## config.mk

```make
export PLATFORM = sky130hd
export DESIGN_NAME = eppce_engine
export DESIGN_NICKNAME = d
export VERILOG_FILES = /design/src/logic/eppce_pkg.sv /design/src/logic/eppce_engine.sv /design/src/logic/eppce_sync.sv
export VERILOG_INCLUDE_DIRS = /design/src /design/src/logic
export SDC_FILE = /design/constraint.sdc
export NUM_CORES = 1
export LEC_CHECK = 0
export BUFFER_PORTS_ARGS = -buffer_cell sky130_fd_sc_hd__buf_2
export CORE_MARGIN = 2
export CORE_UTILIZATION = 50
export DETAILED_ROUTE_END_ITERATION = 10
export GPL_TIMING_DRIVEN = 0
export PLACE_DENSITY = 0.72
export SLEW_MARGIN = 10
export SYNTH_ARGS = -nofsm -noshare
export SYNTH_HDL_FRONTEND = slang
export SYNTH_SLANG_ARGS = --single-unit
```

## constraint.sdc

```tcl
create_clock -name sys_clk_in -period 7.3 [get_ports sys_clk_in]
set_clock_uncertainty 0.05 [all_clocks]
set_input_delay 0.365 -clock sys_clk_in [delete_from_list [all_inputs] [get_ports sys_clk_in]]
set_output_delay 0.365 -clock sys_clk_in [all_outputs]
set_load 0.05 [all_outputs]
```

## src/logic/eppce_consts.svh

```systemverilog
// Constants for the EPP cycle engine: offsets, fields, reset values, timing
`ifndef EPPCE_CONSTS_SVH
`define EPPCE_CONSTS_SVH
`define EPPCE_OFF_DATA 3'h0
`define EPPCE_OFF_STATUS 3'h1
`define EPPCE_OFF_CTRL 3'h2
`define EPPCE_OFF_EADDR 3'h3
`define EPPCE_OFF_EDATA0 3'h4
`define EPPCE_OFF_MODE 3'h0
`define EPPCE_CTL_STROBE 0
`define EPPCE_CTL_AUTOFD 1
`define EPPCE_CTL_INIT 2
`define EPPCE_CTL_SLCTIN 3
`define EPPCE_CTL_DIR 5
`define EPPCE_STS_TIMEOUT 0
`define EPPCE_CTRL_RESET 6'h04
`define EPPCE_TIMEOUT_NS 10000
`define EPPCE_CLK_PERIOD_NS 10
`define EPPCE_TIMEOUT_CYCLES (`EPPCE_TIMEOUT_NS / `EPPCE_CLK_PERIOD_NS)
`endif

```

## src/logic/eppce_pkg.sv

```systemverilog
// Types for the EPP cycle engine
package eppce_pkg;
  typedef enum logic [5:0] {
    EPPCE_IDLE = 6'h01,
    EPPCE_WAIT_LOW = 6'h02,
    EPPCE_STROBE = 6'h04,
    EPPCE_HOLD = 6'h08,
    EPPCE_DONE = 6'h10,
    EPPCE_ABORT = 6'h20
  } eppce_state_e;
endpackage

```

## src/logic/eppce_engine.sv

```systemverilog
// EPP cycle engine: host port registers and EPP 1.9 / 1.7 parallel cycles
//
// The implementer's own choices: the placing of the registers and the address-and-strobe port.
`timescale 1ns/1ps
`include "eppce_consts.svh"

// Notes on behaviour
// - In 1.9, ready drops at every EPP cycle start, released when completion known.
// - In 1.9, if wait is high at start, wait for it low before strobing.
// - 1.9 write: drive byte, direction low, nWrite low, then assert strobe; here all switch on one edge when wait is low at start.
// - Wait high in 1.9 write: drop strobe, latch byte, release ready.
// - 1.9 read: float bus, nWrite high, direction high, then assert strobe; here all switch on one edge when wait is low at start.
// - Wait high in 1.9 read: capture byte, drop strobe, return byte, release ready; here ready rises one clock before the byte reaches the host bus.
// - Outside EPP cycles the port follows control register and direction bit.
// - 1.7 watchdog aborts cycles over 10 us and sets timeout status bit 0.
// - In 1.7, ready is held low while wait is low during a cycle.
// - 1.7 write: direction bit low asserts nWrite; host write drives strobe.
// - 1.7 write strobe holds until host write ends, byte latched then.
// - 1.7 read: direction bit floats bus; strobe follows host read.
// - nWrite, data strobe and address strobe are active-low outputs.
// - Peripheral interrupt passes through without inversion, rising-edge active.
// - Direction output low for write, high when direction bit or EPP read.
// - Only nWrite and direction may be overridden by control register during a cycle.
// - Active-low reset output returns the peripheral to its initial mode.
// - 1.9 watchdog times out over 10 us until wait high; abort, set bit 0.
// - Reset or writing one clears timeout flag; writing zero does nothing.
// - Standard strobe active during an EPP cycle forces write direction and nWrite.
module eppce_engine #(
  parameter int TIMEOUT_CYCLES = `EPPCE_TIMEOUT_CYCLES
) (
  input wire logic sys_clk_in,
  input wire logic sys_rst_in,
  input wire logic epp_enable_in,
  input wire logic epp17_mode_in,
  input wire logic [2:0] host_addr_in,
  input wire logic [7:0] host_wdata_in,
  input wire logic host_wr_in,
  input wire logic host_rd_in,
  output logic [7:0] host_data_bus_out,
  output logic host_ready_out,
  output logic [7:0] parallel_data_lines_out,
  output logic parallel_data_oe_out,
  input wire logic [7:0] parallel_data_bus_in,
  output logic port_direction_out,
  output logic write_n_out,
  output logic data_strobe_n_out,
  output logic addr_strobe_n_out,
  output logic strobe_n_out,
  output logic autofd_n_out,
  output logic periph_reset_n_out,
  output logic select_in_n_out,
  input wire logic wait_n_in,
  input wire logic peripheral_interrupt_in,
  input wire logic [4:0] status_pins_in,
  output logic peripheral_interrupt_out
);
  initial begin
    if (TIMEOUT_CYCLES < 2 || TIMEOUT_CYCLES > 65535) begin
      $error("TIMEOUT_CYCLES out of range");
    end
  end

  eppce_pkg::eppce_state_e state_q, state_d;
  logic [15:0] wd_cnt_q;
  logic [5:0] ctrl_q;
  logic [7:0] spp_data_q;
  logic [7:0] out_byte_q;
  logic [7:0] rd_data_q;
  logic timeout_flag_q;
  logic is_read_q;
  logic is_addr_q;
  logic rd_hold_q;
  logic wait_hi;
  logic [7:0] dout_q;
  logic rdy_q;
  logic oe_q;
  logic dir_q;
  logic wr_n_q;
  logic ds_n_q;
  logic as_n_q;
  logic peripheral_interrupt_in_q;
  logic [4:0] ctl_n_q;

  // Wait arrives from the peripheral without regard to our clock
  eppce_sync #(.WIDTH(1), .RESET_VAL(1'b0)) u_wait_sync (
    .sys_clk_in(sys_clk_in),
    .sys_rst_in(sys_rst_in),
    .async_in(~wait_n_in),
    .sync_out(wait_hi)
  );

  function automatic logic is_epp_addr(input logic [2:0] a);
    is_epp_addr = (a >= `EPPCE_OFF_EADDR);
  endfunction

  // Decode of host accesses
  wire epp_wr = epp_enable_in & host_wr_in & is_epp_addr(host_addr_in);
  wire epp_rd = epp_enable_in & host_rd_in & is_epp_addr(host_addr_in);
  wire epp_start = (epp_wr | epp_rd) & (state_q == eppce_pkg::EPPCE_IDLE);
  wire addr_sel = (host_addr_in == `EPPCE_OFF_EADDR);
  wire host_active = host_wr_in | host_rd_in;
  wire wd_expired = (wd_cnt_q >= 16'(TIMEOUT_CYCLES));
  wire in_cycle = (state_q != eppce_pkg::EPPCE_IDLE);
  wire strobing = (state_q == eppce_pkg::EPPCE_STROBE) | (state_q == eppce_pkg::EPPCE_HOLD);
  wire spp_strobe = ctrl_q[`EPPCE_CTL_STROBE];
  wire clr_timeout = host_wr_in & (host_addr_in == `EPPCE_OFF_STATUS)
                     & host_wdata_in[`EPPCE_STS_TIMEOUT];
  // The 1.7 host sustains its strobe, so the cycle ends at host release
  wire done17 = epp17_mode_in & ~host_active;
  // Wait is "low" in 1.9 terms when the peripheral is ready (wait_hi is inverted)
  wire wait_ready = wait_hi;
  wire periph_ack = ~wait_hi;

  // Cycle sequencing for both protocol variants
  always_comb begin
    state_d = state_q;
    case (state_q)
      eppce_pkg::EPPCE_IDLE: begin
        if (epp_start) begin
          if (epp17_mode_in) begin
            state_d = eppce_pkg::EPPCE_STROBE;
          end else if (wait_ready) begin
            state_d = eppce_pkg::EPPCE_STROBE;
          end else begin
            state_d = eppce_pkg::EPPCE_WAIT_LOW;
          end
        end
      end
      eppce_pkg::EPPCE_WAIT_LOW: begin
        if (wd_expired) begin
          state_d = eppce_pkg::EPPCE_ABORT;
        end else if (wait_ready) begin
          state_d = eppce_pkg::EPPCE_STROBE;
        end
      end
      eppce_pkg::EPPCE_STROBE: begin
        if (wd_expired) begin
          state_d = eppce_pkg::EPPCE_ABORT;
        end else if (epp17_mode_in) begin
          if (done17) begin
            state_d = eppce_pkg::EPPCE_IDLE;
          end
        end else if (periph_ack) begin
          state_d = eppce_pkg::EPPCE_DONE;
        end
      end
      eppce_pkg::EPPCE_DONE: begin
        if (~host_active) begin
          state_d = eppce_pkg::EPPCE_IDLE;
        end
      end
      eppce_pkg::EPPCE_ABORT: begin
        if (~host_active) begin
          state_d = eppce_pkg::EPPCE_IDLE;
        end
      end
      default: begin
        state_d = eppce_pkg::EPPCE_IDLE;
      end
    endcase
  end

  // State register
  always_ff @(posedge sys_clk_in or posedge sys_rst_in) begin
    if (sys_rst_in) begin
      state_q <= eppce_pkg::EPPCE_IDLE;
    end else begin
      state_q <= state_d;
    end
  end

  // Watchdog restarts with each cycle and counts while one runs
  always_ff @(posedge sys_clk_in or posedge sys_rst_in) begin
    if (sys_rst_in) begin
      wd_cnt_q <= 16'h0000;
    end else if (epp_start) begin
      wd_cnt_q <= 16'h0000;
    end else if (in_cycle && !wd_expired) begin
      wd_cnt_q <= wd_cnt_q + 16'h0001;
    end
  end

  // Timeout flag: a new timeout wins over a clear in the same cycle
  always_ff @(posedge sys_clk_in or posedge sys_rst_in) begin
    if (sys_rst_in) begin
      timeout_flag_q <= 1'b0;
    end else if (state_d == eppce_pkg::EPPCE_ABORT && state_q != eppce_pkg::EPPCE_ABORT) begin
      timeout_flag_q <= 1'b1;
    end else if (clr_timeout) begin
      timeout_flag_q <= 1'b0;
    end
  end

  // Cycle kind latched at start
  always_ff @(posedge sys_clk_in or posedge sys_rst_in) begin
    if (sys_rst_in) begin
      is_read_q <= 1'b0;
      is_addr_q <= 1'b0;
    end else if (epp_start) begin
      is_read_q <= epp_rd;
      is_addr_q <= addr_sel;
    end
  end

  // Standard registers; the EPP byte registers clear at reset
  always_ff @(posedge sys_clk_in or posedge sys_rst_in) begin
    if (sys_rst_in) begin
      ctrl_q <= `EPPCE_CTRL_RESET;
      spp_data_q <= 8'h00;
      out_byte_q <= 8'h00;
    end else begin
      if (host_wr_in && host_addr_in == `EPPCE_OFF_CTRL) begin
        ctrl_q <= host_wdata_in[5:0];
      end
      if (host_wr_in && host_addr_in == `EPPCE_OFF_DATA) begin
        spp_data_q <= host_wdata_in;
      end
      if (epp_wr) begin
        out_byte_q <= host_wdata_in;
      end
    end
  end

  // Read byte is captured off the parallel bus as the peripheral acknowledges
  always_ff @(posedge sys_clk_in or posedge sys_rst_in) begin
    if (sys_rst_in) begin
      rd_data_q <= 8'h00;
      rd_hold_q <= 1'b0;
    end else if (strobing && is_read_q && (periph_ack || done17) && !rd_hold_q) begin
      rd_data_q <= parallel_data_bus_in;
      rd_hold_q <= 1'b1;
    end else if (state_q == eppce_pkg::EPPCE_IDLE) begin
      rd_hold_q <= 1'b0;
    end
  end

  // Output pin values; strobes only while the engine holds a cycle
  wire dir_eff = in_cycle ? ((is_read_q & ~spp_strobe) | (ctrl_q[`EPPCE_CTL_DIR] & epp17_mode_in
                 & ~spp_strobe)) : ctrl_q[`EPPCE_CTL_DIR];
  wire wr_n_eff = in_cycle ? ((is_read_q | (epp17_mode_in & ctrl_q[`EPPCE_CTL_DIR]))
                  & ~spp_strobe) : 1'b1;
  // Strobe only while the engine stays in STROBE; byte, nWrite and direction switch on the same edge as it unless it first waits in EPPCE_WAIT_LOW
  wire stb_on = (state_q == eppce_pkg::EPPCE_STROBE)
                & (state_d == eppce_pkg::EPPCE_STROBE);
  wire rdy_d = ~(epp_start | (state_q == eppce_pkg::EPPCE_WAIT_LOW)
               | (state_q == eppce_pkg::EPPCE_STROBE & ~epp17_mode_in & ~periph_ack)
               | (state_q == eppce_pkg::EPPCE_STROBE & epp17_mode_in & wait_hi & ~wd_expired))
               | (state_d == eppce_pkg::EPPCE_ABORT) | (state_d == eppce_pkg::EPPCE_DONE);
  wire [7:0] dout_d = in_cycle ? out_byte_q : spp_data_q;
  wire [7:0] rd_mux = (host_addr_in == `EPPCE_OFF_STATUS) ?
                      {status_pins_in, 2'b00, timeout_flag_q} :
                      (host_addr_in == `EPPCE_OFF_CTRL) ? {2'b00, ctrl_q} :
                      is_epp_addr(host_addr_in) ? rd_data_q : spp_data_q;

  // Registered pins keep glitches off the cable and the host bus
  always_ff @(posedge sys_clk_in or posedge sys_rst_in) begin
    if (sys_rst_in) begin
      rdy_q <= 1'b1;
      oe_q <= 1'b1;
      dir_q <= 1'b0;
      wr_n_q <= 1'b1;
      ds_n_q <= 1'b1;
      as_n_q <= 1'b1;
      dout_q <= 8'h00;
      peripheral_interrupt_in_q <= 1'b0;
      ctl_n_q <= 5'h1f;
      host_data_bus_out <= 8'h00;
    end else begin
      rdy_q <= rdy_d;
      dir_q <= dir_eff;
      oe_q <= ~dir_eff;
      wr_n_q <= wr_n_eff;
      ds_n_q <= ~(stb_on & ~is_addr_q);
      as_n_q <= ~(stb_on & is_addr_q);
      dout_q <= dout_d;
      peripheral_interrupt_in_q <= peripheral_interrupt_in;
      ctl_n_q <= {~ctrl_q[`EPPCE_CTL_SLCTIN], ctrl_q[`EPPCE_CTL_INIT],
                  ~ctrl_q[`EPPCE_CTL_AUTOFD], ~ctrl_q[`EPPCE_CTL_STROBE], 1'b0};
      host_data_bus_out <= rd_hold_q && host_rd_in && is_epp_addr(host_addr_in) ?
                           rd_data_q : rd_mux;
    end
  end

  assign host_ready_out = rdy_q;
  assign parallel_data_oe_out = oe_q;
  assign parallel_data_lines_out = dout_q;
  assign port_direction_out = dir_q;
  assign write_n_out = wr_n_q;
  assign data_strobe_n_out = ds_n_q;
  assign addr_strobe_n_out = as_n_q;
  assign strobe_n_out = ctl_n_q[1];
  assign autofd_n_out = ctl_n_q[2];
  assign periph_reset_n_out = ctl_n_q[3];
  assign select_in_n_out = ctl_n_q[4];
  assign peripheral_interrupt_out = peripheral_interrupt_in_q;
endmodule

```

## src/logic/eppce_sync.sv

```systemverilog
// Two flip-flop synchroniser for asynchronous peripheral levels
`timescale 1ns/1ps
module eppce_sync #(
  parameter int WIDTH = 1,
  parameter logic [WIDTH-1:0] RESET_VAL = '0
) (
  input wire logic sys_clk_in,
  input wire logic sys_rst_in,
  input wire logic [WIDTH-1:0] async_in,
  output logic [WIDTH-1:0] sync_out
);
  logic [WIDTH-1:0] meta_q;

  // First stage feeds only the second stage
  always_ff @(posedge sys_clk_in or posedge sys_rst_in) begin
    if (sys_rst_in) begin
      meta_q <= RESET_VAL;
      sync_out <= RESET_VAL;
    end else begin
      meta_q <= async_in;
      sync_out <= meta_q;
    end
  end
endmodule

```

==> run_results.csv, run 1 <==
group,metric,value,unit
grt,grt_start_max_net_pins,60,
place,place_congestion,0.851,
worst_setup_path,crit_path_end_kind,"flip-flop",
timing,fmax,550,MHz
clock_network,root_buffer,"clkbuf_8",
yosys,synth.distinct_cells,54,
layout,drive_gt1_share,36.3,%
worst_setup_path,reg2reg_to,"host_ready_out",
die,fp-row-count,31,
status,status,"finished clean",
timing,setup_viol,0,
drt,drtIter0Drc,115,
yosys,synth-seq-area-share,58.3,%
die,start_util,51.2,%
layout,nFillCells,602,
worst_setup_path,r2r_cells,5,
worst_setup_path,cp.arrival,2.06,ns
place,io_buffers,55,
yosys,syn_nets,344,
min_path,hold_class,"input pin to flip-flop",
timing,hold_viol_final,0,
grt,grtUsageTotal,20.2,%
die,core-area,7180,um2
yosys,synth_edf_count,0,
grt,grt_antenna_before_repair,0,
timing,min_period_over_period,24.9,%
worst_setup_path,crit_end,"host_ready_out",
die,pin_count,59,
worst_setup_path,path_max_fanout,10,
timing,rsz0062_at_grt,"false",
worst_setup_path,critPathLaunch,"state_q[4]",
clock_network,clock_path_buffers,2,
clock_network,cts.sinks,85,
layout,area_growth,18.1,%
grt,grt_pass1_vias,2548,
clock_network,clk_pin_slew,0.09,ns
yosys,ys.flop_type,"dfrtp_1",
worst_setup_path,reg2reg_from,"state_q[4]",
yosys,synthArstFlopShare,100,%
yosys,syn_inst,310,
layout,multi_input_area,1430,um2
die,die-area,8050,um2
layout,regArea,2140,um2
grt,overflow,0,
grt,grt_pass1_wl,12.8,mm
yosys,yosysWarnings,0,
clock_network,cts_tree,"yes",
yosys,synth_area_leader_cell,"dfrtp_1",
die,die_x,89.7,um
pwr,leakagePower,2.08,nW
drt,wl_per_cell,15.7,um
drt,drc_errors,0,
run,drv_cap,0,
timing,period_needed,1.82,ns
drt,totalWireLength,7.55,mm
place,dpl.hpwl,5.26,mm
yosys,yosysTopAreaCellShare,50.4,%
pwr,peakVddDrop,145,uV
pwr,p_per_area,295,nW/um2
place,post-place-ws,5.41,ns
timing,relSlewSlack,61.6,%
drt,first_pass_iters,4,
drt,via_count,2477,
yosys,synth_area,3670,um2
layout,num_antenna_cells,0,
timing,timing.final.ws_setup,5.48,ns
worst_setup_path,rrSetupSlack,5.48,ns
worst_setup_path,start_kind,"flip-flop",
clock_network,htreeDepth,3,
die,die-height,89.7,um
yosys,synth-seq-cells,85,
drt,ant_nets,0,
clock_network,numCtsBuffers,9,
clock_network,clkLatencyLatePin,0.36,ns
timing,slew_viol_final,0,
drt,vias_per_cell,5.14,
worst_setup_path,cp.required,7.54,ns
worst_setup_path,worstSetupPathType,"flip-flop to flip-flop",
timing,worst_pin_slew,0.576,ns
clock_network,cts.repair.resized,0,
yosys,avgSynthCellArea,11.9,um2
yosys,synthTopCellsByArea,"dfrtp_1 50%, mux2_2 8.9%, dfstp_2 7.9%, nand2_1 5.1%, o21ai_0 1.8%",
layout,nets,412,
timing,fin_setup_tns,0,ns
## metal layers
metal | track usage (%) | share of wire, % | vias to the layer above
li1 | - | - | 1202
met1 | 27.8 | 46 | 1213
met2 | 31.6 | 48 | 51
met5 | 0 | 0 | -
met4 | 7.56 | 1.7 | 0
met3 | 4.53 | 3.8 | 11
## layout by cell type (no fill, tap or decap), types with 2 or more instances in the layout
cell / netlist / routed
clkbuf_8: 0 / 9
clkbuf_1: 2 / 2
buf_2: 8 / 63
nor2_1: 17 / 17
xnor2_1: 5 / 5
dfrtp_1: 74 / 74
nor4_4: 2 / 2
a21o_1: 4 / 4
ha_1: 2 / 2
and4b_1: 2 / 2
o21ai_1: 2 / 2
nand2_1: 50 / 50
and2_1: 8 / 8
nand3_1: 8 / 8
a21oi_1: 7 / 7
and4_1: 2 / 2
inv_6: 0 / 3
nor3_1: 2 / 2
nand2b_1: 2 / 2
mux2_2: 29 / 29
o31ai_1: 2 / 2
o21ai_0: 13 / 13
xor2_1: 4 / 4
or2_1: 2 / 2
bufinv_16: 0 / 2
dfstp_2: 11 / 11
nor2_2: 3 / 3
inv_1: 9 / 8
nor2_4: 2 / 2
mux2i_1: 6 / 6
nand4_1: 4 / 4
a22o_1: 3 / 3
## logic make-up (layout without fill, tap and decap cells)
group                    count (synthesis)  in the layout  share of synthesized area, %
other                                    1              1                         0.102
AND/OR/NAND/NOR                        116            116                          18.0
adder cells (fa/ha/maj)                  2              2                         0.681
AO/OA/AOI/OAI                           41             41                          7.53
buffers and inverters                   21             94                          2.72
XOR/XNOR                                 9              9                          2.15
flip-flops                              85             85                          58.3
multiplexers                            35             35                          10.5
## worst max-delay path, cell delays in order (launching register included)
cell and delay (ns):
dfrtp_1 0.46, nor2_4 0.18, nand4b_4 0.22, nor3_4 0.50, o22ai_2 0.17, o21ai_1 0.16
## layout make-up
cell class	instances	share of cell area, %
well taps	99	2.85
clock inverters	7	2.36
clock buffers	9	2.85
repair buffers	57	7.21
inverters	9	0.836
plain buffers	12	1.53
flip-flops and latches	85	49.3
multi-input cells	204	33.0
## power breakdown
part	internal [mW]	total [mW]	switching, mW
logic	0.0975	0.298	0.200
registers	0.561	0.610	0.0487
clock network	0.197	0.374	0.177
total	0.855	1.28	0.426
## what timing repair did
item,4_1_cts,5_1_grt
hold endpoints to repair,19,0
buffers inserted,0,0
hold buffers,1,0
## how the worst min path moves through the flow
stage                            start                        to  slack [ns]  depth (start not counted)
2_1_floorplan       u_wait_sync.meta_q      u_wait_sync.sync_out        0.28                          0
3_3_place_gp        u_wait_sync.meta_q      u_wait_sync.sync_out        0.28                          0
3_5_place_dp        u_wait_sync.meta_q      u_wait_sync.sync_out        0.29                          0
4_1_cts        peripheral_interrupt_in  peripheral_interrupt_out        0.04                          1
5_1_grt        peripheral_interrupt_in  peripheral_interrupt_out        0.03                          1
6_report       peripheral_interrupt_in  peripheral_interrupt_out        0.05                          1
## state kept, by name (all words and copies together), names as in the netlist, 4 cells and up
signal / flops
out_byte_q: 8
host_data_bus_out: 8
parallel_data_lines_out: 8
rd_data_q: 8
spp_data_q: 8
state_q: 6
ctl_n_q: 4
ctrl_q: 6
wd_cnt_q: 16
## stage by stage
stage	instances	area, um2	power, mW	hold slack, ns	utilization (%)
after floorplan	310	3670	0.837	0.281	-
after global placement	464	4070	0.906	0.284	56.8
after detailed placement	465	4100	0.918	0.290	57.2
after CTS	482	4340	1.29	0.0404	60.5
after global routing	482	4340	1.35	0.0335	60.5
final	482	4340	1.28	0.0529	60.5
## synth_stat cells (all sizes together) (3+ instances only)
| cell | n |
|---|---|
| dfrtp | 74 |
| nand2 | 50 |
| mux2 | 29 |
| nor2 | 22 |
| o21ai | 15 |
| dfstp | 11 |
| buf | 10 |
| inv | 9 |
| nand3 | 9 |
| and2 | 8 |
| a21oi | 7 |
| mux2i | 6 |
| xnor2 | 5 |
| a21o | 4 |
| nand4 | 4 |
| xor2 | 4 |
| a22o | 3 |
| nor3 | 3 |
| nor4 | 3 |
| o31ai | 3 |
Power figures use the tool's default switching activity.
==> inputs of run 2 (changes only) <==
- ABC_AREA: default -> 1
- clock period: 7.3 -> 1.9 ns (I/O delays scaled with it)
==> run 2 against run 1 <==
  * Die area grew 0.16%
  * Synthesized cell count grew 33%
  * Critical path depth grew 2
  * Area after synthesis grew 0.17%
  * Power grew to 4.2 times the previous value
  * Maximum frequency grew 2.9%
  * Cell count grew 26%
  * Final area grew 4.9%
  * Count of clock-buffer cells in the layout grew 2
  * Global-route usage grew 1.3 points
  * Clock power grew to 3.8 times the previous value
  * Combinational power grew to 4.8 times the previous value
  * Critical path type unchanged
  * Largest power group unchanged
  * Highest routed layer unchanged
==> run_results.csv, run 2 <==
group,metric,value,unit
status,status,"finished clean",
run,drv_cap,0,
layout,num_antenna_cells,0,
drt,ant_nets,0,
die,pin_count,59,
grt,overflow,0,
clock_network,clkLatencyLatePin,0.35,ns
drt,drc_errors,0,
min_path,holdPathEnd,"host_data_bus_out[4]",
clock_network,post_cts_buffers,0,
drt,drtIter0Drc,168,
worst_setup_path,start_kind,"flip-flop",
worst_setup_path,path_max_fanout,10,
pwr,p_per_area,1170,nW/um2
die,die-height,89.8,um
layout,final_common_cell,"nand2_1",
yosys,synth-seq-area-share,58.2,%
worst_setup_path,r2r_cells,7,
place,dpl.cell_count,571,
timing,slew_viol_final,0,
worst_setup_path,worstSetupPathType,"flip-flop to flip-flop",
layout,nFillCells,632,
layout,final_cell_mix,"110 x nand2_1, 74 x dfrtp_1, 60 x buf_2",
drt,totalWireLength,8.13,mm
timing,setup_viol,0,
pwr,leakagePower,2.32,nW
pwr,peakVddDrop,632,uV
yosys,ys.flop_type,"dfrtp_1",
die,core-area,7180,um2
timing,holdWs,0.0619,ns
worst_setup_path,rrSetupSlack,0.13,ns
place,place_congestion,0.923,
grt,grt_antenna_before_repair,0,
yosys,yosysWarnings,0,
timing,min_period_over_period,92.9,%
die,fp-row-count,31,
drt,vias_per_cell,4.95,
grt,grt_pass1_vias,2916,
layout,area_growth,23.7,%
clock_network,cts.sinks,85,
yosys,synth_area,3680,um2
worst_setup_path,reg2reg_to,"addr_strobe_n_out",
die,start_util,51.3,%
yosys,yosys.cell_count.top_type,"nand2_1",
clock_network,htreeDepth,3,
min_path,min_from,"status_pins_in[1]",
layout,stdcell_count,606,
yosys,syn_nets,446,
layout,nets,536,
timing,fmax,566,MHz
clock_network,numCtsBuffers,9,
clock_network,cts_tree,"yes",
worst_setup_path,reg2reg_from,"state_q[3]",
grt,grt_pass1_wl,13.8,mm
yosys,synthTopCellsByArea,"dfrtp_1 50%, nand2_1 11%, dfstp_2 7.9%, o21ai_0 6.7%, inv_1 5.9%",
yosys,syn_inst,412,
timing,rsz0062_at_grt,"false",
yosys,synth_edf_count,0,
place,io_buffers,58,
die,die-area,8060,um2
min_path,holdPathStages,5,
min_path,hold_class,"input pin to flip-flop",
worst_setup_path,crit_path_end_kind,"flip-flop",
timing,period_needed,1.77,ns
yosys,synth.distinct_cells,36,
timing,hold_viol_final,0,
place,dpl.hpwl,5.90,mm
yosys,yosysTopAreaCellShare,50.3,%
yosys,synth-seq-cells,85,
place,post-place-ws,0.156,ns
layout,largest-register,"wd_cnt_q",
clock_network,root_buffer,"clkbuf_8",
worst_setup_path,cp.arrival,1.97,ns
grt,grt_start_max_net_pins,37,
yosys,synth_area_leader_cell,"dfrtp_1",
drt,first_pass_iters,5,
layout,drive_gt1_share,21.1,%
worst_setup_path,cp.required,2.11,ns
layout,largest_reg_flops,16,
timing,timing.final.ws_setup,0.135,ns
yosys,synthArstFlopShare,100,%
timing,fin_setup_tns,0,ns
clock_network,clk_pin_slew,0.09,ns
yosys,avgSynthCellArea,8.93,um2
clock_network,cts.repair.resized,0,
pwr,total_power,5.33,mW
drt,wl_per_cell,13.4,um
drt,via_count,3001,
die,die_x,89.8,um
yosys,synth_commonest_cells,"110 x nand2_1, 74 x dfrtp_1, 58 x inv_1",
grt,grtUsageTotal,21.5,%
clock_network,clock_path_buffers,2,
run 2: changes by cell type in the layout (fill, tap and decap cells not counted), sizes merged, moves of 6 or more:
cell         before  now
mux2             29    0
and2              8    0
nand3             9   24
nand2            50  113
inv              12   61
mux2i             6    0
o21ai            15   51
nor2             22   35
dlygate4sd3       1   19
run 2: logic make-up after synthesis:
group | Yosys count | share of synthesized area (%)
DFF | 85 | 58.2
buffers and inverters | 67 | 7.00
other | 1 | 0.102
adders and majority gates | 2 | 0.680
xor gates and xnor gates | 5 | 1.19
AOI/OAI and AO/OA | 67 | 10.5
and+or+nand+nor | 185 | 22.3
run 2: metal layers:
metal / vias up / track usage (%) / share of wire (%)
li1: 1485 / - / -
met1: 1419 / 29.7 / 45
met2: 92 / 33.5 / 49
met3: 5 / 5.28 / 6.2
met4: 0 / 7.44 / 0.58
met5: - / 0 / 0
run 2: layout make-up:
class	instances	area (um2)	area share, %
sequential	85	2140	47.0
multi-input combinational	260	1280	28.2
inverter	61	233	5.11
tap	99	124	2.72
clock inverter	5	81.3	1.79
buffer	6	28.8	0.632
timing repair buffer	79	520	11.4
clock buffer	11	141	3.11
run 2: timing repair:
action,in CTS,in global routing
endpoints found under the hold margin,72,0
hold buffers,19,0
setup endpoints to repair,0,0
run 2: metrics by stage:
step | utilization (%) | instance area [um2]
after floorplan | - | 3680
after global placement | 57.1 | 4100
after detailed placement | 57.7 | 4140
after CTS | 63.4 | 4550
after global routing | 63.4 | 4550
final | 63.4 | 4550
run 2: how the worst max path moves through the flow:
| stage | startpoint | endpoint | slack, ns | cells past startpoint |
|---|---|---|---|---|
| final | state_q[3] | addr_strobe_n_out | 0.13 | 7 |
| after global routing | state_q[2] | addr_strobe_n_out | 0.03 | 7 |
| after CTS | state_q[2] | addr_strobe_n_out | 0.14 | 7 |
| after global placement | state_q[3] | data_strobe_n_out | 0.20 | 7 |
| after floorplan | state_q[3] | wd_cnt_q[2] | 0.44 | 8 |
| after detailed placement | state_q[2] | addr_strobe_n_out | 0.16 | 7 |
run 2: critical path, stage by stage, from the launching register on:
cell and delay (ns):
dfrtp_1 0.43, nor2_2 0.25, nand4_4 0.18, buf_4 0.23, nand3_1 0.07, nor2_1 0.05, nor2_1 0.27, nand4_1 0.14
run 2: power by group:
part	internal (mW)	switching [mW]	leakage [nW]
registers	2.24	0.237	1.07
clock network	0.779	0.636	0.110
logic	0.420	1.02	1.14
total	3.44	1.89	2.32
